--- src/design/qie_pkg.sv ---
/*
 Package for the quadrature index event unit: register map, field layouts, reset values,
 states and carrier structs.
 Assumes a single 25 MHz system clock and an AHB-Lite register bus.
*/
package qie_pkg;
	localparam int QIE_POS_W = 32;
	// Register byte offsets
	localparam logic [7:0] QIE_OFF_CTRL = 8'h00;
	localparam logic [7:0] QIE_OFF_STATUS = 8'h04;
	localparam logic [7:0] QIE_OFF_POS = 8'h08;
	localparam logic [7:0] QIE_OFF_MAX = 8'h0c;
	localparam logic [7:0] QIE_OFF_IRQ_STAT = 8'h10;
	localparam logic [7:0] QIE_OFF_IRQ_EN = 8'h14;
	localparam logic [7:0] QIE_OFF_IRQ_CLR = 8'h18;
	// Control fields
	localparam int QIE_CTRL_MODE_LSB = 0;
	localparam int QIE_CTRL_EN_BIT = 2;
	localparam logic [1:0] QIE_MODE_EVERY = 2'h0;
	localparam logic [1:0] QIE_MODE_FIRST = 2'h2;
	// Status and interrupt bits
	localparam int QIE_ST_FIRST_BIT = 0;
	localparam int QIE_ST_DIR_BIT = 1;
	localparam int QIE_ST_FWD_BIT = 2;
	localparam int QIE_IRQ_FIRST = 0;
	localparam int QIE_IRQ_RESET = 1;
	localparam int QIE_IRQ_W = 2;
	localparam logic [QIE_POS_W-1:0] QIE_POS_RST = 32'h0000_0000;
	localparam logic [QIE_POS_W-1:0] QIE_MAX_RST = 32'hffff_ffff;
	localparam logic [1:0] QIE_HTRANS_NONSEQ = 2'h2;

	typedef enum logic [1:0] {
		QIE_ST_WAIT = 2'b00,
		QIE_ST_LOCKED = 2'b01
	} qie_state_e;

	typedef struct packed {
		logic phase_a_input;
		logic phase_b_input;
		logic index_input;
	} qie_pins_s;

	typedef struct packed {
		qie_pins_s pins_d1;
		qie_pins_s pins_d2;
		logic [2:0] idx_age;
		logic [1:0] mode;
		logic enable;
		qie_state_e state;
		logic first_index_flag;
		logic first_index_direction_flag;
		logic [1:0] ref_quad;
		logic fwd;
		logic [QIE_POS_W-1:0] position_count;
		logic [QIE_POS_W-1:0] position_max;
		logic [QIE_IRQ_W-1:0] irq_stat;
		logic [QIE_IRQ_W-1:0] irq_en;
		logic ph_sel;
		logic ph_write;
		logic [7:0] ph_addr;
		logic [31:0] hrdata;
	} qie_state_s;
endpackage

--- src/design/qie_index_unit.sv ---
/*
 Quadrature position counter with index event reset, first-index marker and an
 AHB-Lite slave holding control, status, position, maximum and interrupt registers.
 Assumes encoder pins are already synchronous to clk and a single bus master.
*/
// The register offsets and the AHB-Lite interface to the registers were left to the implementer.
`timescale 1ns/1ns
module qie_index_unit
	import qie_pkg::*;
#(
	parameter int IDX_WIN = 3
)
(
	// System
	input wire logic clk,
	input wire logic srst,
	// Encoder pins
	input wire qie_pins_s enc_pins,
	// AHB-Lite slave
	input wire logic hsel,
	input wire logic [31:0] haddr,
	input wire logic [1:0] htrans,
	input wire logic hwrite,
	input wire logic [2:0] hsize,
	input wire logic [31:0] hwdata,
	input wire logic hready,
	output logic hreadyout,
	output logic hresp,
	output logic [31:0] hrdata,
	// Status out
	output logic [QIE_POS_W-1:0] position_count,
	output logic first_index_flag,
	output logic irq
);
	qie_state_s s_reg;
	qie_state_s s_next;

	logic [1:0] quad_prev;
	logic [1:0] quad_now;
	logic quad_step;
	logic step_fwd;
	logic step_back;
	logic idx_rise;
	logic idx_event;
	logic idx_pending;
	logic first_hit;
	logic do_reset;
	logic [QIE_IRQ_W-1:0] ev;
	logic wr_ctrl;

	always_comb
	begin
		quad_prev = {s_reg.pins_d2.phase_a_input, s_reg.pins_d2.phase_b_input};
		quad_now = {s_reg.pins_d1.phase_a_input, s_reg.pins_d1.phase_b_input};
		quad_step = (quad_prev != quad_now);
		// Gray order 00-10-11-01 is forward
		step_fwd = quad_step && ({quad_prev, quad_now} == 4'b0010 ||
			{quad_prev, quad_now} == 4'b1011 || {quad_prev, quad_now} == 4'b1101 ||
			{quad_prev, quad_now} == 4'b0100);
		step_back = quad_step && !step_fwd;
		idx_rise = s_reg.pins_d1.index_input && !s_reg.pins_d2.index_input;
		// Index stays armed a few clocks so a phase edge shortly after it still pairs
		idx_pending = idx_rise || (s_reg.idx_age != 3'h0);
		first_hit = (s_reg.state == QIE_ST_WAIT) && idx_pending && quad_step;
		idx_event = first_hit || ((s_reg.state == QIE_ST_LOCKED) &&
			s_reg.pins_d1.index_input && quad_step && quad_now == s_reg.ref_quad);
		do_reset = s_reg.enable && idx_event && ((s_reg.mode == QIE_MODE_EVERY) ||
			((s_reg.mode == QIE_MODE_FIRST) && first_hit));
		wr_ctrl = s_reg.ph_sel && s_reg.ph_write && s_reg.ph_addr == QIE_OFF_CTRL;
		ev = '0;

		s_next = s_reg;
		s_next.pins_d1 = enc_pins;
		s_next.pins_d2 = s_reg.pins_d1;
		if (idx_rise)
			s_next.idx_age = 3'(IDX_WIN);
		else if (s_reg.idx_age != 3'h0)
			s_next.idx_age = s_reg.idx_age - 3'h1;
		if (first_hit)
			s_next.idx_age = 3'h0;

		if (step_fwd)
			s_next.fwd = 1'b1;
		else if (step_back)
			s_next.fwd = 1'b0;

		// Position counting and index reset
		if (s_reg.enable && step_fwd)
			s_next.position_count = (s_reg.position_count >= s_reg.position_max) ?
				QIE_POS_RST : s_reg.position_count + 32'h1;
		else if (s_reg.enable && step_back)
			s_next.position_count = (s_reg.position_count == QIE_POS_RST) ?
				s_reg.position_max : s_reg.position_count - 32'h1;
		if (do_reset)
		begin
			if (step_fwd)
				s_next.position_count = QIE_POS_RST;
			else
				s_next.position_count = s_reg.position_max;
			ev[QIE_IRQ_RESET] = 1'b1;
		end

		// Reconfiguration rearms the first-index search; a same-cycle first hit wins
		if (wr_ctrl)
		begin
			s_next.state = QIE_ST_WAIT;
			s_next.first_index_flag = 1'b0;
			s_next.first_index_direction_flag = 1'b0;
		end
		if (s_reg.enable && first_hit)
		begin
			s_next.state = QIE_ST_LOCKED;
			s_next.ref_quad = quad_now;
			s_next.first_index_flag = 1'b1;
			s_next.first_index_direction_flag = step_fwd;
			ev[QIE_IRQ_FIRST] = 1'b1;
		end

		// Register writes in data phase
		if (s_reg.ph_sel && s_reg.ph_write)
		begin
			case (s_reg.ph_addr)
				QIE_OFF_CTRL:
				begin
					s_next.mode = hwdata[QIE_CTRL_MODE_LSB +: 2];
					s_next.enable = hwdata[QIE_CTRL_EN_BIT];
				end
				QIE_OFF_POS: s_next.position_count = hwdata;
				QIE_OFF_MAX: s_next.position_max = hwdata;
				QIE_OFF_IRQ_EN: s_next.irq_en = hwdata[QIE_IRQ_W-1:0];
				default: ;
			endcase
		end
		// Clear first, set wins
		if (s_reg.ph_sel && s_reg.ph_write && s_reg.ph_addr == QIE_OFF_IRQ_CLR)
			s_next.irq_stat = s_reg.irq_stat & ~hwdata[QIE_IRQ_W-1:0];
		s_next.irq_stat = s_next.irq_stat | ev;

		// Address phase capture
		s_next.ph_sel = hsel && hready && htrans == QIE_HTRANS_NONSEQ;
		s_next.ph_write = hwrite;
		s_next.ph_addr = haddr[7:0];
		s_next.hrdata = '0;
		if (hsel && hready && htrans == QIE_HTRANS_NONSEQ && !hwrite)
		begin
			case (haddr[7:0])
				QIE_OFF_CTRL:
					s_next.hrdata = {29'h0, s_next.enable, s_next.mode};
				QIE_OFF_STATUS:
					s_next.hrdata = {29'h0, s_reg.fwd, s_reg.first_index_direction_flag,
						s_reg.first_index_flag};
				QIE_OFF_POS: s_next.hrdata = s_reg.position_count;
				QIE_OFF_MAX: s_next.hrdata = s_reg.position_max;
				QIE_OFF_IRQ_STAT: s_next.hrdata = {30'h0, s_reg.irq_stat};
				QIE_OFF_IRQ_EN: s_next.hrdata = {30'h0, s_reg.irq_en};
				default: s_next.hrdata = '0;
			endcase
		end
	end

	always_ff @(posedge clk)
	begin
		if (srst)
		begin
			s_reg <= '0;
			s_reg.state <= QIE_ST_WAIT;
			s_reg.position_count <= QIE_POS_RST;
			s_reg.position_max <= QIE_MAX_RST;
		end
		else
			s_reg <= s_next;
	end

	assign hreadyout = 1'b1;
	assign hresp = 1'b0;
	assign hrdata = s_reg.hrdata;
	assign position_count = s_reg.position_count;
	assign first_index_flag = s_reg.first_index_flag;
	assign irq = |(s_reg.irq_stat & s_reg.irq_en);
endmodule

--- config.mk ---
export PLATFORM = sky130hd
export DESIGN_NAME = qie_index_unit
export DESIGN_NICKNAME = d
export VERILOG_FILES = /design/src/design/qie_pkg.sv /design/src/design/qie_index_unit.sv
export SDC_FILE = /design/constraint.sdc
export NUM_CORES = 1
export LEC_CHECK = 0
export BUFFER_PORTS_ARGS = -buffer_cell sky130_fd_sc_hd__clkbuf_2
export CAP_MARGIN = 20
export CELL_PAD_IN_SITES_DETAIL_PLACEMENT = 1
export CELL_PAD_IN_SITES_GLOBAL_PLACEMENT = 1
export CORE_MARGIN = 10
export CORE_UTILIZATION = 45
export CTS_CLUSTER_DIAMETER = 200
export DETAILED_ROUTE_END_ITERATION = 16
export PLACE_DENSITY_LB_ADDON = 0.1
export SETUP_SLACK_MARGIN = 0.15
export SLEW_MARGIN = 20
export SYNTH_ARGS = -nofsm -noshare
export SYNTH_HDL_FRONTEND = slang
export SYNTH_SLANG_ARGS = --single-unit
--- constraint.sdc ---
create_clock -name clk -period 5.3 [get_ports clk]
set_clock_uncertainty 0.2 [all_clocks]
set_input_delay 0.265 -clock clk [delete_from_list [all_inputs] [get_ports clk]]
set_output_delay 0.265 -clock clk [all_outputs]
set_load 0.005 [all_outputs]
==> impl_metrics.tcl <==
set metrics [dict create \
    io_pins 145 \
    hold_viol 0 \
    synth_async_sr_flop_share_pct 0 \
    grt_max_degree 55 \
    grt_pass1_vias 8500 \
    yosysMostFrequentCell "dfxtp_1" \
    synth_flop_cell "dfxtp_1" \
    place_congestion 0.862 \
    yosys.area_share.simple_pct 21.6 \
    placed_area_um2 8530 \
    holdBufCountCts 45 \
    largest_reg_flops 58 \
    clockRootBuffer "clkbuf_16" \
    diodes 0 \
    p_int_w 0.00176 \
    synth_common_cells "127 x dfxtp_1, 118 x nor2_1, 107 x nand2_1" \
    tightest_slew_ns 1.10 \
    syn_area_um2 8420 \
    rsz0062_at_grt "no" \
    dpl.hpwl_um 19900 \
    synthTopCellsByArea "dfxtp_1 30%, buf_4 6.0%, ha_1 5.5%, nor2_1 5.3%, nand2_1 4.8%" \
    synth_nets 1207 \
    start_util_pct 46.2 \
    fillers 2272 \
    period_share_pct 72.6 \
    synth_mux_area_share_pct 1.67 \
    track_usage_pct 23.8 \
    setup_viol 0 \
    wl_um 29300 \
    layout_setup_ws_ns 1.45 \
    nNetsFinal 1249 \
    worstPathRequired_ns 5.39 \
    setup_tns_ns 0 \
    drive_gt1_share_pct 16.4 \
    ys_warn_count 0 \
    crit_type "flop to flop" \
    max_stage_delay_ns 0.91 \
    clk_pin_slew_ns 0.07 \
    cts_buffers 17 \
    syn_inst 1093 \
    synth_top_family_by_area "compound AO/OA/AOI/OAI gates" \
    syn_area_per_cell_um2 7.70 \
    grt_first_pass_wirelength_um 47100 \
    drc_errors 0 \
    synth_compound_area_share_pct 24.9 \
    cts_tree "built" \
    io_buffer_count 115 \
    fp.dieH_um 157 \
    cts-htree-levels 4 \
    synth-seq-cells 127 \
    dp_slack_ns 1.60 \
    clock_latency_ns 0.43 \
    worstPathMaxFanout 18 \
    r2r_end "position_count[12]" \
    max_freq_mhz 260 \
    clock_path_buffers 2 \
    area_growth_pct 13.9 \
    min_to "s_reg[35]" \
    r2r_cells 7 \
    holdPathStages 2 \
    clkSinkCount 127 \
    drt_first_pass_iters 5 \
    r2r-start "position_count[18]" \
    slew_violations 0 \
    die_width_um 157 \
    yosys.area_share.xor_xnor_pct 3.85 \
    design.core.area_um2 18200 \
    synth-adder-area-share_pct 5.50 \
    ir_drop_mv 0.212 \
    yosysTopAreaCellShare_pct 30.2 \
    p_leak_nw 4.13 \
    wl_per_cell_um 21.3 \
    endpoint_kind "flop" \
    antenna_found_initial 0 \
    clkPwrFrac_pct 51.1 \
    hold_start "haddr[3]" \
    die-area_um2 24600 \
    slowest_stage "nor3_4" \
    first_iter_violations 544 \
    min_path_type "input port to flop" \
    synth-edff-count 0 \
    stdcell_area_um2 9580 \
    critPathLaunchType "flop" \
    cap_violations 0 \
    vias 8224 \
    post-cts-setup-buffers 0 \
    power.density_nw_per_um2 248 \
    yosysSeqAreaShare_pct 30.2 \
    arrival_ns 3.94 \
    viasPerCell 5.97 \
    cts_resized 0 \
    grt_overflow 0 \
    period_needed_ns 3.85 \
    ant_nets 0 \
    seq_power_share_pct 41.2 \
    status "completed" \
    r2r_setup_slack_ns 1.45 \
    worstPathCellList "nor4_1, nand4_2, nor3_4, o21ai_0, o2bb2ai_1, a221oi_1, a211oi_1" \
    power_frac_comb_pct 7.7 \
    yosysTopAreaCell "dfxtp_1" \
    relSlewSlack_pct 26.5 \
    p_sw_share_pct 26.0 \
    p_switching_w 0.000618 \
    row_count 49 \
    synth.distinct_cells 72 \
]
area by class of cell:
type | instances | area (um^2) | share of cell area (%)
clock buffer | 17 | 425 | 4.44
timing repair buffer | 173 | 1120 | 11.7
tap | 229 | 287 | 2.99
clock inverter | 15 | 174 | 1.82
sequential | 127 | 2540 | 26.5
inverter | 49 | 184 | 1.92
multi-input combinational | 767 | 4850 | 50.6
how the worst max path moves through the flow:
stage                                  start                  to  slack [ns]  cells past startpoint
after floorplan            position_count[0]  position_count[10]        2.20                     12
after global placement     position_count[5]  position_count[17]        1.64                      7
after detailed placement   position_count[5]  position_count[17]        1.60                      7
after CTS                  position_count[5]  position_count[17]        1.57                      7
after global routing      position_count[18]  position_count[10]        1.22                      7
final                     position_count[18]  position_count[12]        1.45                      7
layout by cell type, fill, tap and decap left out, types with 14 or more instances in the layout:
master and n:
dfxtp_1 127, nor2_1 117, clkbuf_2 115, nand2_1 107
a21oi_1 71, inv_1 49, dlygate4sd3_1 45, o211ai_1 37
ha_1 37, o21ai_0 36, a22oi_1 36, nand3_1 30
xnor2_1 23, nor3_1 22, nor2b_1 21, clkbuf_16 17
xor2_1 14
logic make-up after synthesis:
family | count (synthesis)
adder cells (fa/ha/maj) | 37
AO/OA/AOI/OAI | 301
XOR/XNOR | 37
multiplexers | 13
flip-flops | 127
buffers and inverters | 199
other | 2
AND/OR/NAND/NOR | 377
power by group through the flow:
stage	combinational, W	sequential [W]	clock (W)
2_1_floorplan	0.000107	0.000996	0
3_3_place_gp	0.000150	0.00100	0
3_5_place_dp	0.000157	0.00100	0
4_1_cts	0.000186	0.000980	0.00123
5_1_grt	0.000202	0.000982	0.00128
6_report	0.000184	0.000981	0.00122
per-layer routing:
metal / global-route usage [%] / up-vias / share of wire (%)
met2: 39.7 / 232 / 48
met5: 0 / - / 0
met4: 6.65 / 0 / 1.6
met1: 30.8 / 4013 / 46
met3: 4.44 / 41 / 4.8
li1: - / 3938 / -
stage by stage:
| stage | power (W) | std cells | util (%) | hold slack, ns |
|---|---|---|---|---|
| detailed placement | 0.00116 | 1300 | 46.9 | 0.285 |
| finish | 0.00238 | 1377 | 52.6 | 0.0632 |
| global placement | 0.00115 | 1300 | 46.9 | 0.275 |
| CTS | 0.00240 | 1377 | 52.6 | 0.0517 |
| global route | 0.00246 | 1377 | 52.6 | 0.0705 |
| floorplan | 0.00110 | 1093 | - | 0.183 |
critical path: cells and delay by family (launching register included):
kind / cells / cell delay [ns]
AO/OA/AOI/OAI: 4 / 0.87
AND/OR/NAND/NOR: 3 / 2.18
flip-flops: 1 / 0.43
Power figures use the tool's default switching activity.
